## config.mk

```make
export PLATFORM = sky130hd
export DESIGN_NAME = frtc_config_regs
export DESIGN_NICKNAME = d
export VERILOG_FILES = /design/src/hdl/frtc_pkg.sv /design/src/hdl/frtc_reg_word.sv /design/src/hdl/frtc_unit_timer.sv /design/src/hdl/frtc_config_regs.sv
export SDC_FILE = /design/constraint.sdc
export NUM_CORES = 1
export LEC_CHECK = 0
export BUFFER_PORTS_ARGS = -buffer_cell sky130_fd_sc_hd__buf_2
export CORE_MARGIN = 4
export CORE_UTILIZATION = 30
export DETAILED_ROUTE_END_ITERATION = 8
export HOLD_SLACK_MARGIN = 0.1
export RECOVER_POWER = 25
export SLEW_MARGIN = 25
export SYNTH_ARGS = -nofsm -noshare
export SYNTH_HDL_FRONTEND = slang
export SYNTH_SLANG_ARGS = --single-unit
```

## constraint.sdc

```tcl
create_clock -name ref_clk_in -period 4.6 [get_ports ref_clk_in]
set_input_delay 0.92 -clock ref_clk_in [delete_from_list [all_inputs] [get_ports ref_clk_in]]
set_output_delay 0.92 -clock ref_clk_in [all_outputs]
set_load 0.005 [all_outputs]
```

## src/hdl/frtc_pkg.sv

```systemverilog
// constants and types of the frame timing configuration slice
package frtc_pkg;

    ////////////////////////////////////////////////////////////////////////////
    // register word offsets
    localparam logic [7:0] OFS_REGION_UPPER = 8'h04;
    localparam logic [7:0] OFS_DARK_ROW = 8'h05;
    localparam logic [7:0] OFS_PADDING_ROW = 8'h06;
    localparam logic [7:0] OFS_TIME_BASE = 8'h07;
    localparam logic [7:0] OFS_FRAME_DURATION = 8'h08;
    localparam logic [7:0] OFS_INTEGRATION = 8'h09;
    localparam logic [7:0] OFS_SPARE_A = 8'h0a;
    localparam logic [7:0] OFS_FIRST = OFS_REGION_UPPER;
    localparam logic [7:0] OFS_LAST = OFS_SPARE_A;
    localparam int NUM_WORDS = 7;

    // word indices inside the slice
    localparam int IDX_REGION_UPPER = 0;
    localparam int IDX_DARK_ROW = 1;
    localparam int IDX_PADDING_ROW = 2;
    localparam int IDX_TIME_BASE = 3;
    localparam int IDX_FRAME_DURATION = 4;
    localparam int IDX_INTEGRATION = 5;
    localparam int IDX_SPARE_A = 6;

    ////////////////////////////////////////////////////////////////////////////
    // values after reset and writable bits, index 6 first
    localparam logic [6:0][15:0] WORD_RESET = {
        16'h0000, 16'h0000, 16'h0000, 16'h0001, 16'h0000, 16'h0102, 16'h0000};
    localparam logic [6:0][15:0] WORD_MASK = {
        16'hffff, 16'hffff, 16'hffff, 16'hffff, 16'h0fff, 16'h01ff, 16'hff80};

    ////////////////////////////////////////////////////////////////////////////
    // field positions
    localparam int REGION_LSB = 7;
    localparam int REGION_MSB = 15;
    localparam int REGION_COUNT = 9;
    localparam int DARK_COUNT_MSB = 7;
    localparam int BLANK_FIRST_BIT = 8;
    localparam int PADDING_MSB = 11;
    localparam logic [7:0] DARK_COUNT_MIN = 8'h01;

    ////////////////////////////////////////////////////////////////////////////
    // time base unit: 1/62 MHz, counted on the 50 MHz reference clock
    localparam int UNIT_FREQ_KHZ = 62000;
    localparam int REF_CLK_KHZ = 50000;
    localparam int UNIT_PERIOD_PS = 1000000000 / UNIT_FREQ_KHZ;
    localparam int REF_PERIOD_PS = 1000000000 / REF_CLK_KHZ;
    localparam int UNIT_CYCLES_RAW = UNIT_PERIOD_PS / REF_PERIOD_PS;
    localparam int UNIT_CYCLES = (UNIT_CYCLES_RAW < 1) ? 1 : UNIT_CYCLES_RAW;

    ////////////////////////////////////////////////////////////////////////////
    // settings presented to the readout sequencer
    typedef struct packed {
        logic [8:0] region_enable;
        logic [7:0] dark_line_count;
        logic blank_first_line;
        logic [11:0] padding_line_count;
        logic [15:0] time_base;
        logic [15:0] reset_length;
        logic [15:0] frame_length;
        logic [15:0] exposure_lines;
        logic [15:0] exposure_units;
    } frtc_cfg_t;

endpackage

```

## src/hdl/frtc_reg_word.sv

```systemverilog
// one configuration word with reset value and writable-bit mask
`timescale 1ns/10ps
module frtc_reg_word #(
    parameter int WIDTH = 16,
    parameter logic [WIDTH-1:0] RESET_VALUE = '0,
    parameter logic [WIDTH-1:0] WRITE_MASK = '1
) (
    input wire logic ref_clk_in,
    input wire logic reset_n_in,
    input wire logic wr_en_in,
    input wire logic [WIDTH-1:0] wdata_in,
    output logic [WIDTH-1:0] word_out
);

    logic [WIDTH-1:0] word_d;
    logic [WIDTH-1:0] word_q;

    // bits outside the mask stay at zero
    assign word_d = wr_en_in ? (wdata_in & WRITE_MASK) : word_q;
    assign word_out = word_q;

    always_ff @(posedge ref_clk_in or negedge reset_n_in) begin
        if (!reset_n_in) begin
            word_q <= RESET_VALUE;
        end else begin
            word_q <= word_d;
        end
    end

endmodule

```

## src/hdl/frtc_unit_timer.sv

```systemverilog
// time base unit tick generator for global shutter timing
`timescale 1ns/10ps
module frtc_unit_timer #(
    parameter int UNIT_CYCLES = frtc_pkg::UNIT_CYCLES
) (
    input wire logic ref_clk_in,
    input wire logic reset_n_in,
    input wire logic enable_in,
    input wire logic [15:0] time_base_in,
    output logic unit_tick_out
);

    logic [15:0] step_d;
    logic [15:0] step_q;
    logic [15:0] units_d;
    logic [15:0] units_q;
    logic tick_d;
    logic tick_q;
    logic step_done;
    logic units_done;

    // a time base of zero behaves as one unit
    assign step_done = (step_q >= 16'(UNIT_CYCLES - 1));
    assign units_done = step_done && ((units_q + 16'h0001) >= time_base_in);
    assign step_d = (!enable_in || step_done) ? 16'h0000 : step_q + 16'h0001;
    assign units_d = (!enable_in || units_done) ? 16'h0000 :
                     (step_done ? units_q + 16'h0001 : units_q);
    assign tick_d = enable_in && units_done;
    assign unit_tick_out = tick_q;

    always_ff @(posedge ref_clk_in or negedge reset_n_in) begin
        if (!reset_n_in) begin
            step_q <= 16'h0000;
            units_q <= 16'h0000;
            tick_q <= 1'b0;
        end else begin
            step_q <= step_d;
            units_q <= units_d;
            tick_q <= tick_d;
        end
    end

endmodule

```

## src/hdl/frtc_config_regs.sv

```systemverilog
// frame timing configuration register slice of the readout sequencer
//
// Overview of operation
// - Bits 7 to 15 of the upper enable word switch regions 23 to 31 on when 1 and off when 0.
// - The dark line word bits 7 to 0 give the dark reference lines per frame, range 1 to 255, reset 2.
// - Dark line word bit 8 blanks the first output line when 1, resets to 1.
// - Only in rolling shutter the 12-bit padding field adds 0 to 4095 padding lines, reset 0.
// - Only in global shutter the 16-bit time base, reset 1, is the step of exposure and reset timing in 1/62 MHz units.
// - Only in global shutter the duration field is a reset length when the select is 0 and a frame length when 1.
// - Exposure counts lines in rolling shutter and time base units in global shutter, reset 0.
`timescale 1ns/10ps
module frtc_config_regs (
    input wire logic ref_clk_in,
    input wire logic reset_n_in,
    input wire logic [7:0] reg_addr_in,
    input wire logic reg_wr_en_in,
    input wire logic [15:0] reg_wdata_in,
    input wire logic reg_rd_en_in,
    output logic [15:0] reg_rdata_out,
    output logic reg_rd_valid_out,
    input wire logic global_shutter_in,
    input wire logic duration_meaning_select_in,
    input wire logic timer_run_in,
    output frtc_pkg::frtc_cfg_t cfg_out,
    output logic unit_tick_out
);

    ////////////////////////////////////////////////////////////////////////////
    // address decode

    logic [6:0][15:0] word_val;
    logic [7:0] word_index_raw;
    logic [2:0] word_index;
    logic addr_hit;

    assign addr_hit = (reg_addr_in >= frtc_pkg::OFS_FIRST) && (reg_addr_in <= frtc_pkg::OFS_LAST);
    assign word_index_raw = reg_addr_in - frtc_pkg::OFS_FIRST;
    assign word_index = word_index_raw[2:0];

    ////////////////////////////////////////////////////////////////////////////
    // storage words

    genvar gi;
    generate
        for (gi = 0; gi < frtc_pkg::NUM_WORDS; gi = gi + 1) begin : g_word
            logic word_wr_en;

            // unused bits are masked to zero on write
            assign word_wr_en = reg_wr_en_in && addr_hit && (word_index == 3'(gi));

            frtc_reg_word #(
                .WIDTH(16),
                .RESET_VALUE(frtc_pkg::WORD_RESET[gi]),
                .WRITE_MASK(frtc_pkg::WORD_MASK[gi])
            ) u_word (
                .ref_clk_in(ref_clk_in),
                .reset_n_in(reset_n_in),
                .wr_en_in(word_wr_en),
                .wdata_in(reg_wdata_in),
                .word_out(word_val[gi])
            );
        end
    endgenerate

    ////////////////////////////////////////////////////////////////////////////
    // read path, one cycle latency, unmapped reads zero

    logic [15:0] rdata_d;
    logic [15:0] rdata_q;
    logic rd_valid_q;

    assign rdata_d = !reg_rd_en_in ? rdata_q : (addr_hit ? word_val[word_index] : 16'h0000);
    assign reg_rdata_out = rdata_q;
    assign reg_rd_valid_out = rd_valid_q;

    always_ff @(posedge ref_clk_in or negedge reset_n_in) begin
        if (!reset_n_in) begin
            rdata_q <= 16'h0000;
            rd_valid_q <= 1'b0;
        end else begin
            rdata_q <= rdata_d;
            rd_valid_q <= reg_rd_en_in;
        end
    end

    ////////////////////////////////////////////////////////////////////////////
    // field extraction

    logic [15:0] region_word;
    logic [15:0] dark_word;
    logic [15:0] padding_word;
    logic [15:0] time_base_word;
    logic [15:0] duration_word;
    logic [15:0] integration_word;
    logic [7:0] dark_count_raw;

    assign region_word = word_val[frtc_pkg::IDX_REGION_UPPER];
    assign dark_word = word_val[frtc_pkg::IDX_DARK_ROW];
    assign padding_word = word_val[frtc_pkg::IDX_PADDING_ROW];
    assign time_base_word = word_val[frtc_pkg::IDX_TIME_BASE];
    assign duration_word = word_val[frtc_pkg::IDX_FRAME_DURATION];
    assign integration_word = word_val[frtc_pkg::IDX_INTEGRATION];
    assign dark_count_raw = dark_word[frtc_pkg::DARK_COUNT_MSB:0];

    ////////////////////////////////////////////////////////////////////////////
    // effective settings for the sequencer

    frtc_pkg::frtc_cfg_t cfg_d;
    frtc_pkg::frtc_cfg_t cfg_q;
    logic shutter_rolling;
    logic select_reset;
    logic select_frame;

    assign shutter_rolling = !global_shutter_in;
    assign select_reset = global_shutter_in && !duration_meaning_select_in;
    assign select_frame = global_shutter_in && duration_meaning_select_in;

    // one enable per region, 1 includes it in readout
    generate
        for (gi = 0; gi < frtc_pkg::REGION_COUNT; gi = gi + 1) begin : g_region
            assign cfg_d.region_enable[gi] = region_word[frtc_pkg::REGION_LSB + gi];
        end
    endgenerate

    // zero is outside the valid range, read as the minimum
    assign cfg_d.dark_line_count = (dark_count_raw == 8'h00) ? frtc_pkg::DARK_COUNT_MIN : dark_count_raw;
    assign cfg_d.blank_first_line = dark_word[frtc_pkg::BLANK_FIRST_BIT];
    assign cfg_d.padding_line_count = shutter_rolling ? padding_word[frtc_pkg::PADDING_MSB:0] : 12'h000;
    assign cfg_d.time_base = global_shutter_in ? time_base_word : 16'h0000;
    assign cfg_d.reset_length = select_reset ? duration_word : 16'h0000;
    assign cfg_d.frame_length = select_frame ? duration_word : 16'h0000;
    assign cfg_d.exposure_lines = shutter_rolling ? integration_word : 16'h0000;
    assign cfg_d.exposure_units = global_shutter_in ? integration_word : 16'h0000;
    assign cfg_out = cfg_q;

    always_ff @(posedge ref_clk_in or negedge reset_n_in) begin
        if (!reset_n_in) begin
            cfg_q <= '0;
        end else begin
            cfg_q <= cfg_d;
        end
    end

    ////////////////////////////////////////////////////////////////////////////
    // time base unit ticks, global shutter only

    logic timer_enable;

    assign timer_enable = timer_run_in && global_shutter_in;

    frtc_unit_timer #(
        .UNIT_CYCLES(frtc_pkg::UNIT_CYCLES)
    ) u_unit_timer (
        .ref_clk_in(ref_clk_in),
        .reset_n_in(reset_n_in),
        .enable_in(timer_enable),
        .time_base_in(time_base_word),
        .unit_tick_out(unit_tick_out)
    );

    logic wr_region;
    logic wr_dark;
    logic wr_duration;
    logic wr_integration;
    logic wr_padding;
    logic wr_time_base;

    assign wr_region = reg_wr_en_in && (reg_addr_in == frtc_pkg::OFS_REGION_UPPER);
    assign wr_dark = reg_wr_en_in && (reg_addr_in == frtc_pkg::OFS_DARK_ROW);
    assign wr_duration = reg_wr_en_in && (reg_addr_in == frtc_pkg::OFS_FRAME_DURATION);
    assign wr_integration = reg_wr_en_in && (reg_addr_in == frtc_pkg::OFS_INTEGRATION);
    assign wr_padding = reg_wr_en_in && (reg_addr_in == frtc_pkg::OFS_PADDING_ROW);
    assign wr_time_base = reg_wr_en_in && (reg_addr_in == frtc_pkg::OFS_TIME_BASE);
endmodule

```

==> flow_summary_export.csv, run 1 <==
group,metric,value,unit
logic_synthesis,synthDistinctLibCells,51,
hold_path,min_delay_worst_endpoint,"cfg_out[102]",
logic_synthesis,yosysSeqAreaShare,61.9,%
clocking,cts-resized-gates,0,
setup_path,reg2reg_slack,1.16,ns
flow_run,drv_cap,1,
global_routing,grt_pass1_vias,6685,
setup_path,timing.critical_path.fanout_max,9,
clocking,clk_latency,0.54,ns
status,run_status,"finished with violations",
global_routing,grt_max_degree,91,
setup_path,critical-path-slowest-cell,"or4b_2",
clocking,cts_sinks,238,
global_routing,grt_antenna_before_repair,3,
placed_design,gp_congestion,0.849,
logic_synthesis,syn_avg_cell_area,13.5,um^2
floorplanning,rows,65,
floorplanning,dieWidth,187,um
route,detail_route.wl_per_cell,20.0,um
logic_synthesis,netlist.area_leader.share,61.1,%
setup_path,worstPathCellList,"nand3_1 -> nor2_1 -> or4b_2 -> nand2_1 -> ha_1 -> nand4_1 -> or3_1 -> o221ai_1 -> buf_4 -> a2111oi_0",
floorplanning,initial_utilization,30.4,%
floorplanning,pin_count,159,
power_and_ir_drop,p_per_area,391,nW/um^2
route,post-route-drc-count,0,
sta,setup_violations,0,
sta,report.final.slew_viol_count,90,
sta,grt_setup_unrepaired,"false",
global_routing,wire_length_of_the_first_global_routing_pass,40900,um
clocking,postCtsSetupRepairBufs,0,
clocking,path_clk_slew,0.06,ns
sta,min_period_over_period,74.9,%
floorplanning,floorplan.die_area,35000,um^2
sta,final_hold_viol_count,0,
route,drtIter0Drc,273,
logic_synthesis,synth_compound_gate_area_share,5.86,%
floorplanning,dieHeight,187,um
route,final_antenna_net_count,0,
sta,final_period_minus_worst_setup_slack,3.44,ns
sta,finalClockSkew,0.0222,ns
placed_design,pre_cts_ws,1.22,ns
placed_design,io_buffers,158,
setup_path,worst_r2r_startpoint,"u_unit_timer.units_q[0]",
setup_path,data_arrival_time_of_the_critical_path,3.81,ns
setup_path,worstSetupEndpointType,"flip-flop",
cells_and_area,nNetsFinal,920,
power_and_ir_drop,max-vdd-ir-drop,0.298,mV
clocking,cts_tree,"yes",
logic_synthesis,post_synth_main_area_contributors,"dfrtp_1, mux2_2, and2_1",
logic_synthesis,postSynthRegisterBits,238,
logic_synthesis,yosys_warning_total,0,
floorplanning,coreArea,31600,um^2
global_routing,global_route.usage.total,14.7,%
setup_path,slowest_delay,0.62,ns
setup_path,rr_endpoint,"u_unit_timer.units_q[14]",
logic_synthesis,post_synth_instance_area,9630,um^2
logic_synthesis,synthMuxAreaShare,14.6,%
logic_synthesis,xor_and_xnor_fraction_of_the_mapped_netlist_area,1.00,%
sta,setup-tns-final,0,ns
logic_synthesis,async_reset_ff_share,100,%
logic_synthesis,postSynthNetCount,763,
setup_path,critical_path.n_buffers_inverters,1,
logic_synthesis,post_synth_inst_count,715,
sta,fmax,290,MHz
global_routing,globalRouteOverflowTotal,0,
hold_path,holdCritPathClass,"flip-flop to flip-flop",
clocking,cts_root_buf,"clkbuf_16",
logic_synthesis,cell_taking_the_most_area_after_synthesis,"dfrtp_1",
route,via_count,6257,
cells_and_area,layout.area.seq,5960,um^2
clocking,cts_h_tree_lvls,1,
logic_synthesis,synth_top_family_by_area,"multiplexers",
sta,post-route-worst-setup-slack,1.16,ns
hold_path,holdPathStages,0,
placed_design,detailed_place_hpwl,18100,um
logic_synthesis,synth_adder_area_share,2.21,%
sta,max_slew.worst_pin.slew,2.31,ns
clocking,cts_buffer_count,26,
setup_path,worst_r2r_path_depth,10,
cells_and_area,filler_cell_count,3072,
cells_and_area,multi_input_comb_area,3310,um^2
route,drt_pass1_iterations,4,
cells_and_area,area_growth_from_synthesis_to_layout,21.7,%
hold_path,min-delay-start,"g_word[0].u_word.word_out[8]",
cells_and_area,layout-drive-gt1-share,37.3,%
logic_synthesis,post_synth_edffs,0,
setup_path,critical-path-top-delay-family,"simple AND/OR/NAND/NOR gates",
power_and_ir_drop,power.static_leakage,6.09,nW
sta,relSlewSlack,-54.1,%
clocking,cts_max_path_buffers,3,
route,wl,25900,um
setup_path,worstSetupPathType,"flip-flop to flip-flop",
setup_path,critPathRequiredTime,4.97,ns
status,violations_in_the_final_reports,"capacitance limit, slew limit",
setup_path,start_kind,"flip-flop",
logic_synthesis,synthFlopType,"dfrtp_1",
route,viasPerCell,4.84,
clocking,hold_buffers,0,
logic_synthesis,post_synth_and_or_nand_nor_area_fraction,10.7,%
cell usage in the layout, fill, tap and decap left out, types with 4 or more instances in the layout:
cell type,n
a221oi_1,22
buf_4,13
xnor2_1,6
nor2b_1,33
and3_1,19
nor2_1,4
xor2_1,5
buf_2,155
mux2_2,112
and2_0,11
o32ai_1,11
clkbuf_8,8
nand4_1,8
nand2_1,14
nor4_1,13
clkbuf_16,26
and2_1,41
o2bb2ai_1,5
inv_1,45
mux2i_1,10
o221ai_1,4
clkbuf_1,9
o21ai_0,6
ha_1,17
a21oi_1,6
o22ai_1,6
dfrtp_1,235
sequential cells by signal, indices dropped and copies added (netlist names):
register,flops
u_unit_timer.units_q,16
g_word.u_word.word_out,94
reg_rd_valid_out,1
cfg_out,110
reg_rdata_out,16
u_unit_timer.unit_tick_out,1
Yosys cell counts, drive strengths merged (6+ instances only):
cell type,instances
dfrtp,235
mux2,112
and2,52
inv,45
clkbuf,36
nor2b,33
a221oi,22
and3,19
ha,17
nand2,14
nor4,13
o32ai,11
mux2i,10
nand4,8
buf,7
nor2,7
a21oi,6
o21ai,6
o22ai,6
xnor2,6
layer usage:
metal | part of all wire (%) | GRT usage, % | vias to the layer above
met2 | 48 | 24.1 | 186
met1 | 43 | 19.1 | 3179
met3 | 6.9 | 3.77 | 44
met4 | 2.6 | 4.98 | 4
met5 | 0.085 | 0 | -
li1 | - | - | 2844
worst max-delay path by stage:
stage | end | depth (start not counted) | start
floorplan | u_unit_timer.units_q[10] | 10 | u_unit_timer.units_q[7]
global placement | g_word[0].u_word.word_out[9] | 5 | reg_addr_in[6]
detailed placement | u_unit_timer.units_q[14] | 10 | u_unit_timer.units_q[0]
CTS | u_unit_timer.units_q[14] | 10 | u_unit_timer.units_q[7]
global route | u_unit_timer.units_q[14] | 10 | u_unit_timer.units_q[7]
finish | u_unit_timer.units_q[14] | 10 | u_unit_timer.units_q[0]
worst register-to-register path: cells and delay by family, from the launching register on:
kind            cells  cell delay, ns
simple gates        6            1.81
compound gates      2            0.65
flops               1            0.39
buf+inv             1            0.28
fa+ha+maj           1            0.16
per-stage QoR:
| step | area (um^2) | instances | util [%] | hold WS (ns) | total power, W |
|---|---|---|---|---|---|
| finish | 11700 | 1294 | 37.0 | 0.406 | 0.00458 |
| global route | 11700 | 1293 | 37.0 | 0.427 | 0.00477 |
| CTS | 11700 | 1292 | 37.1 | 0.420 | 0.00464 |
| detailed placement | 10900 | 1246 | 34.3 | 0.408 | 0.00257 |
| global placement | 10900 | 1246 | 34.3 | 0.410 | 0.00257 |
| floorplan | 9630 | 715 | - | 0.366 | 0.00239 |
cell families (layout without fill, tap and decap cells):
family | count (synthesis) | after routing
compound gates | 72 | 72
xor+xnor | 11 | 11
fa+ha+maj | 17 | 17
flops | 238 | 238
buf+inv | 88 | 263
mux | 124 | 124
other cells | 0 | 2
simple gates | 165 | 165
power by group:
| part | leakage [nW] | switching, W | internal, W |
|---|---|---|---|
| Sequential | 3.28 | 0.0000510 | 0.00216 |
| Clock | 0.416 | 0.000821 | 0.00123 |
| Combinational | 2.40 | 0.000191 | 0.000121 |
| Total | 6.09 | 0.00106 | 0.00352 |
final cells by class:
class,instances,share of cell area [%]
diodes,2,0.0427
clock buffers,41,6.72
clock inverters,5,0.683
inverters,45,1.44
multi-input cells,389,28.2
flip-flops and latches,238,50.9
well taps,402,4.29
repair buffers,172,7.73
No activity file was read; power rests on OpenSTA's default activity.
==> run 2, diff against run 1 <==
==> constraint.sdc (replaced) <==
create_clock -name ref_clk_in -period 3.2 [get_ports ref_clk_in]
set_input_delay 0.64 -clock ref_clk_in [delete_from_list [all_inputs] [get_ports ref_clk_in]]
set_output_delay 0.64 -clock ref_clk_in [all_outputs]
set_load 0.005 [all_outputs]
==> run 2 against run 1 <==
The run still ends with capacitance limit, slew limit left. Die area unchanged. Register-to-register slack got worse by 0.98 ns. Worst setup slack got worse by 0.98 ns. Sequential share of layout area fell by 1.2 points. Worst hold slack worse by 0.021 ns. Global-route usage up 0.15 points. First-iteration DRC count is 29% higher. Largest cell class unchanged. Cell count up 1.8%. Combinational power rose by 55%.
==> flow_summary_export.csv, run 2 (same netlist as run 1, synthesis figures left out) <==
group,metric,value,unit
cells_and_area,stdcell_count,1317,
route,post-route-drc-count,0,
cells_and_area,layout.area.seq,5960,um^2
setup_path,worstSetupPathType,"flip-flop to flip-flop",
setup_path,critical-path-top-delay-family,"simple AND/OR/NAND/NOR gates",
sta,min_period_over_period,94.4,%
sta,setup_violations,0,
floorplanning,dieWidth,187,um
clocking,cts_max_path_buffers,3,
placed_design,detailed_place_hpwl,18400,um
setup_path,slowest_delay,0.68,ns
cells_and_area,final_core_util,38.0,%
cells_and_area,nNetsFinal,942,
sta,final_period_minus_worst_setup_slack,3.02,ns
setup_path,timing.critical_path.fanout_max,17,
route,drtIter0Drc,352,
floorplanning,floorplan.die_area,35000,um^2
route,final_antenna_net_count,0,
cells_and_area,most_frequent_cells_in_the_layout,"dfrtp_1, buf_2, mux2_2, inv_1, and2_1",
sta,final_hold_viol_count,0,
setup_path,worstPathCellList,"and4_1 -> nand4_1 -> or4b_2 -> nand2_1 -> ha_1 -> nand2_1 -> nor2_1 -> a211o_1 -> a2111oi_1",
cells_and_area,most_frequent_standard_cell_in_the_layout_excluding_fill_and_tap_cells,"dfrtp_1",
clocking,cts_h_tree_lvls,1,
sta,max_slew.worst_pin.slew,1.91,ns
route,via_count,6215,
route,drt_pass1_iterations,4,
cells_and_area,multi_input_comb_area,3330,um^2
power_and_ir_drop,p_per_area,583,nW/um^2
floorplanning,pin_count,159,
cells_and_area,layout-drive-gt1-share,39.6,%
sta,report.final.slew_viol_count,73,
cells_and_area,filler_cell_count,2984,
cells_and_area,area_growth_from_synthesis_to_layout,24.8,%
flow_run,drv_cap,1,
power_and_ir_drop,max-vdd-ir-drop,0.326,mV
clocking,cts_sinks,238,
global_routing,globalRouteOverflowTotal,0,
floorplanning,coreArea,31600,um^2
setup_path,critPathRequiredTime,3.59,ns
setup_path,critical_path.n_buffers_inverters,0,
floorplanning,dieHeight,187,um
power_and_ir_drop,power.static_leakage,6.25,nW
clocking,cts_buffer_count,27,
power_and_ir_drop,p_total,0.00701,W
setup_path,start_kind,"flip-flop",
placed_design,io_buffers,158,
setup_path,critical_path.most_common_cell,"nand2_1",
global_routing,grt_max_degree,77,
global_routing,grt_pass1_vias,6776,
route,wl,26200,um
floorplanning,initial_utilization,30.4,%
clocking,path_clk_slew,0.07,ns
cells_and_area,max_reg_flops,110,
clocking,cts_root_buf,"clkbuf_16",
sta,fmax,331,MHz
status,run_status,"finished with violations",
placed_design,placedCellCount,1264,
global_routing,global_route.usage.total,14.9,%
setup_path,data_arrival_time_of_the_critical_path,3.41,ns
setup_path,critical-path-slowest-cell,"or4b_2",
setup_path,worstSetupEndpointType,"flip-flop",
placed_design,gp_congestion,0.799,
cells_and_area,n_antenna_cell,0,
placed_design,dpl-instance-area,11000,um^2
global_routing,wire_length_of_the_first_global_routing_pass,41200,um
clocking,clk_latency,0.54,ns
global_routing,grt_antenna_before_repair,0,
hold_path,holdCritPathClass,"flip-flop to flip-flop",
cells_and_area,fin_area,12000,um^2
sta,finalClockSkew,0.0124,ns
floorplanning,rows,65,
route,viasPerCell,4.72,
clocking,cts_tree,"yes",
sta,relSlewSlack,-27.0,%
status,violations_in_the_final_reports,"capacitance limit, slew limit",
route,detail_route.wl_per_cell,19.9,um
[run 2: cell count changes in the layout (fill, tap and decap cells not counted), moves of 2 or more]
cell | previous run | this run
buf_4 | 13 | 28
bufinv_16 | 1 | 6
clkbuf_8 | 8 | 3
clkinv_2 | 1 | 6
and2_0 | 11 | 13
and2_1 | 41 | 39
buf_12 | 1 | 3
buf_2 | 155 | 157
clkbuf_1 | 9 | 7
diode_2 | 2 | 0
[run 2: final cells by class]
cell class / instances / area share (%)
clock buffers: 35 / 6.12
multi-input cells: 389 / 27.7
well taps: 402 / 4.19
flip-flops and latches: 238 / 49.6
repair buffers: 193 / 9.02
inverters: 45 / 1.41
clock inverters: 15 / 1.95
[run 2: report_power, final]
| group | switching, W | internal [W] |
|---|---|---|
| Sequential | 0.0000748 | 0.00311 |
| Combinational | 0.000284 | 0.000199 |
| Clock | 0.00124 | 0.00210 |
[run 2: path summary, 6_finish.rpt]
kind | startpoint | endpoint | slack [ns] | cells past startpoint
min in group asynchronous | reset_n_in | cfg_out[26] | 1.17 | 2
max in group asynchronous | reset_n_in | u_unit_timer.units_q[7] | 0.74 | 2
worst min register to register | g_word[0].u_word.word_out[7] | cfg_out[101] | 0.39 | 0
worst max-delay path | u_unit_timer.units_q[8] | u_unit_timer.units_q[15] | 0.18 | 9
worst max register to register | u_unit_timer.units_q[8] | u_unit_timer.units_q[15] | 0.18 | 9
worst min-delay path | g_word[0].u_word.word_out[7] | cfg_out[101] | 0.39 | 0
[run 2: through the flow]
stage	worst slack, ns	TNS (ns)	hold WS [ns]
floorplan	0.137	0	0.344
global placement	0.242	0	0.386
CTS	0.0879	0	0.385
detailed placement	0.103	0	0.388
finish	0.180	0	0.386
global route	-0.00325	-0.00325	0.402
[run 2: timing repair]
item                       4_1_cts  5_1_grt
gates resized for setup          0        5
hold endpoints to repair        38        0
hold buffers                     1        0
setup endpoints to repair        0       17
buffers inserted                 0        1
[run 2: metal layers]
layer / track usage, % / vias to the layer above / wire length [um]
met5: 0 / - / 0
met4: 3.33 / 0 / 478
met3: 3.28 / 37 / 1700
met2: 23.7 / 159 / 12000
met1: 20.9 / 3145 / 12000
li1: - / 2874 / -
==> run 3, diff against run 2 <==
--- a/config.mk
+++ b/config.mk
@@ -6,6 +6,7 @@
 export NUM_CORES = 1
 export LEC_CHECK = 0
 export BUFFER_PORTS_ARGS = -buffer_cell sky130_fd_sc_hd__buf_2
+export CORE_ASPECT_RATIO = 0.75
 export CORE_MARGIN = 4
 export CORE_UTILIZATION = 30
 export DETAILED_ROUTE_END_ITERATION = 8
==> run 3 against run 2 <==
The run still ends with capacitance limit, slew limit left. Count of clock-buffer cells in the layout fell by 2. Largest cell class unchanged. Non-clock buffer count rose by 4. Highest routed layer unchanged. Critical path type unchanged. Critical endpoint is now u_unit_timer.units_q[7]. Clock power decreased by 16%.
==> flow_summary_export.csv, run 3 (same netlist as run 1, synthesis figures left out) <==
group,metric,value,unit
status,run_status,"finished with violations",
status,violations_in_the_final_reports,"capacitance limit, slew limit",
setup_path,timing.critical_path.fanout_max,6,
floorplanning,rows,56,
setup_path,critical-path-top-delay-family,"simple AND/OR/NAND/NOR gates",
sta,final_period_minus_worst_setup_slack,3.03,ns
clocking,cts_max_path_buffers,3,
sta,grt_setup_unrepaired,"false",
sta,fmax,330,MHz
floorplanning,coreArea,31500,um^2
cells_and_area,stdcell_count,1317,
flow_run,drv_cap,1,
hold_path,min-delay-start,"g_word[0].u_word.word_out[11]",
setup_path,crit_path_start,"u_unit_timer.units_q[7]",
clocking,cts_tree,"yes",
placed_design,gp_congestion,0.805,
setup_path,worstSetupPathType,"flip-flop to flip-flop",
global_routing,grt_max_degree,84,
route,drt_pass1_iterations,7,
cells_and_area,filler_cell_count,3020,
setup_path,critical-path-slowest-cell,"or4b_4",
floorplanning,dieHeight,163,um
placed_design,detailed_place_hpwl,19200,um
cells_and_area,area_growth_from_synthesis_to_layout,23.6,%
sta,setup-tns-final,0,ns
placed_design,io_buffers,158,
floorplanning,dieWidth,215,um
clocking,cts_buffer_count,25,
hold_path,holdCritPathClass,"flip-flop to flip-flop",
cells_and_area,max_reg_flops,110,
setup_path,worstPathCellList,"and4_1 -> nand4_1 -> or4b_4 -> nand2_1 -> ha_1 -> nand4_1 -> or3_4 -> a311oi_4 -> buf_4 -> nor4_1",
setup_path,worst_r2r_startpoint,"u_unit_timer.units_q[7]",
cells_and_area,nNetsFinal,944,
route,detail_route.wl_per_cell,20.6,um
route,viasPerCell,4.81,
power_and_ir_drop,power.static_leakage,6.19,nW
global_routing,grt_pass1_vias,6629,
floorplanning,pin_count,159,
route,final_antenna_net_count,0,
placed_design,placedCellCount,1272,
power_and_ir_drop,p_per_area,546,nW/um^2
global_routing,grt_antenna_before_repair,1,
sta,max_slew.worst_pin.slew,2.18,ns
clocking,cts_root_buf,"clkbuf_16",
sta,final_hold_viol_count,0,
sta,min_period_over_period,94.8,%
global_routing,globalRouteOverflowTotal,0,
clocking,clk_latency,0.52,ns
clocking,cts_h_tree_lvls,1,
floorplanning,floorplan.die_area,35000,um^2
clocking,hold_buffers,0,
clocking,path_clk_slew,0.06,ns
global_routing,global_route.usage.total,15.2,%
sta,finalClockSkew,0.00925,ns
clocking,cts_sinks,238,
setup_path,critical_path.n_buffers_inverters,1,
route,wl,27100,um
cells_and_area,layout-drive-gt1-share,39.8,%
setup_path,data_arrival_time_of_the_critical_path,3.41,ns
route,drtIter0Drc,352,
sta,relSlewSlack,-45.3,%
setup_path,start_kind,"flip-flop",
global_routing,wire_length_of_the_first_global_routing_pass,41500,um
setup_path,critical_path.most_common_cell,"nand4_1",
floorplanning,initial_utilization,30.6,%
power_and_ir_drop,max-vdd-ir-drop,0.322,mV
route,post-route-drc-count,0,
setup_path,worstSetupEndpointType,"flip-flop",
cells_and_area,most_frequent_standard_cell_in_the_layout_excluding_fill_and_tap_cells,"dfrtp_1",
sta,setup_violations,0,
setup_path,critPathRequiredTime,3.58,ns
setup_path,slowest_delay,0.55,ns
sta,report.final.slew_viol_count,83,
cells_and_area,most_frequent_cells_in_the_layout,"dfrtp_1, buf_2, mux2_2, inv_1, and2_1",
route,via_count,6336,
## run 3: cell count changes in the layout (fill, tap and decap cells not counted), moves of 2 or more
cell	before	now
buf_6	0	2
clkbuf_8	3	5
o21ai_1	0	2
buf_4	28	31
o21ai_0	6	4
clkinv_2	6	4
bufinv_16	6	1
clkbuf_16	27	25
and2_1	39	42
and2_0	13	9
## run 3: repair_timing
action                                  4_1_cts  5_1_grt
endpoints found under the setup margin        0       17
resized for setup                             0       14
setup buffers                                 0        2
hold endpoints to repair                      0        0
## run 3: worst paths after layout
kind,to,slack [ns],depth (start not counted)
min reg2reg,cfg_out[105],0.41,0
max,u_unit_timer.units_q[7],0.17,10
max reg2reg,u_unit_timer.units_q[7],0.17,10
max in group asynchronous,u_unit_timer.units_q[7],0.63,2
min in group asynchronous,cfg_out[2],0.75,1
min,cfg_out[105],0.41,0
## run 3: worst register-to-register path, delay by kind of cell, from the launching register on
family / cells / cell delay [ns]
AO/OA/AOI/OAI: 1 / 0.37
buffers and inverters: 1 / 0.21
flip-flops: 1 / 0.43
adder cells (fa/ha/maj): 1 / 0.16
AND/OR/NAND/NOR: 7 / 1.73
## run 3: layout make-up
type | instances | area, um^2 | share of cell area [%]
Inverter | 45 | 169 | 1.42
Multi-Input combinational cell | 389 | 3350 | 28.2
Sequential cell | 238 | 5960 | 50.1
Antenna cell | 1 | 2.50 | 0.0210
Timing Repair Buffer | 197 | 1120 | 9.41
Clock buffer | 33 | 706 | 5.93
Tap cell | 406 | 508 | 4.27
Clock inverter | 8 | 75.1 | 0.631
## run 3: report_power, final
part	total [W]	switching (W)	internal, W
clock network	0.00280	0.00118	0.00162
registers	0.00318	0.0000727	0.00311
logic	0.000512	0.000298	0.000214
## run 3: stage by stage
| stage | setup WS, ns | cell area, um^2 | util, % | total power [W] | hold WS (ns) |
|---|---|---|---|---|---|
| 6_report | 0.167 | 11900 | 37.8 | 0.00649 | 0.407 |
| 5_1_grt | 0.00662 | 11900 | 37.8 | 0.00677 | 0.421 |
| 4_1_cts | 0.105 | 11900 | 37.7 | 0.00655 | 0.139 |
| 3_5_place_dp | 0.150 | 11100 | 35.2 | 0.00373 | 0.392 |
| 3_3_place_gp | 0.229 | 11100 | 35.2 | 0.00372 | 0.386 |
| 2_1_floorplan | 0.137 | 9630 | - | 0.00344 | 0.344 |
## run 3: layer usage
layer,up-vias,global-route usage (%),share of wire (%)
li1,2885,-,-
met1,3244,21.4,47
met2,176,24.1,45
met3,31,4.02,6.2
met4,0,3.12,1.8
met5,-,0,0
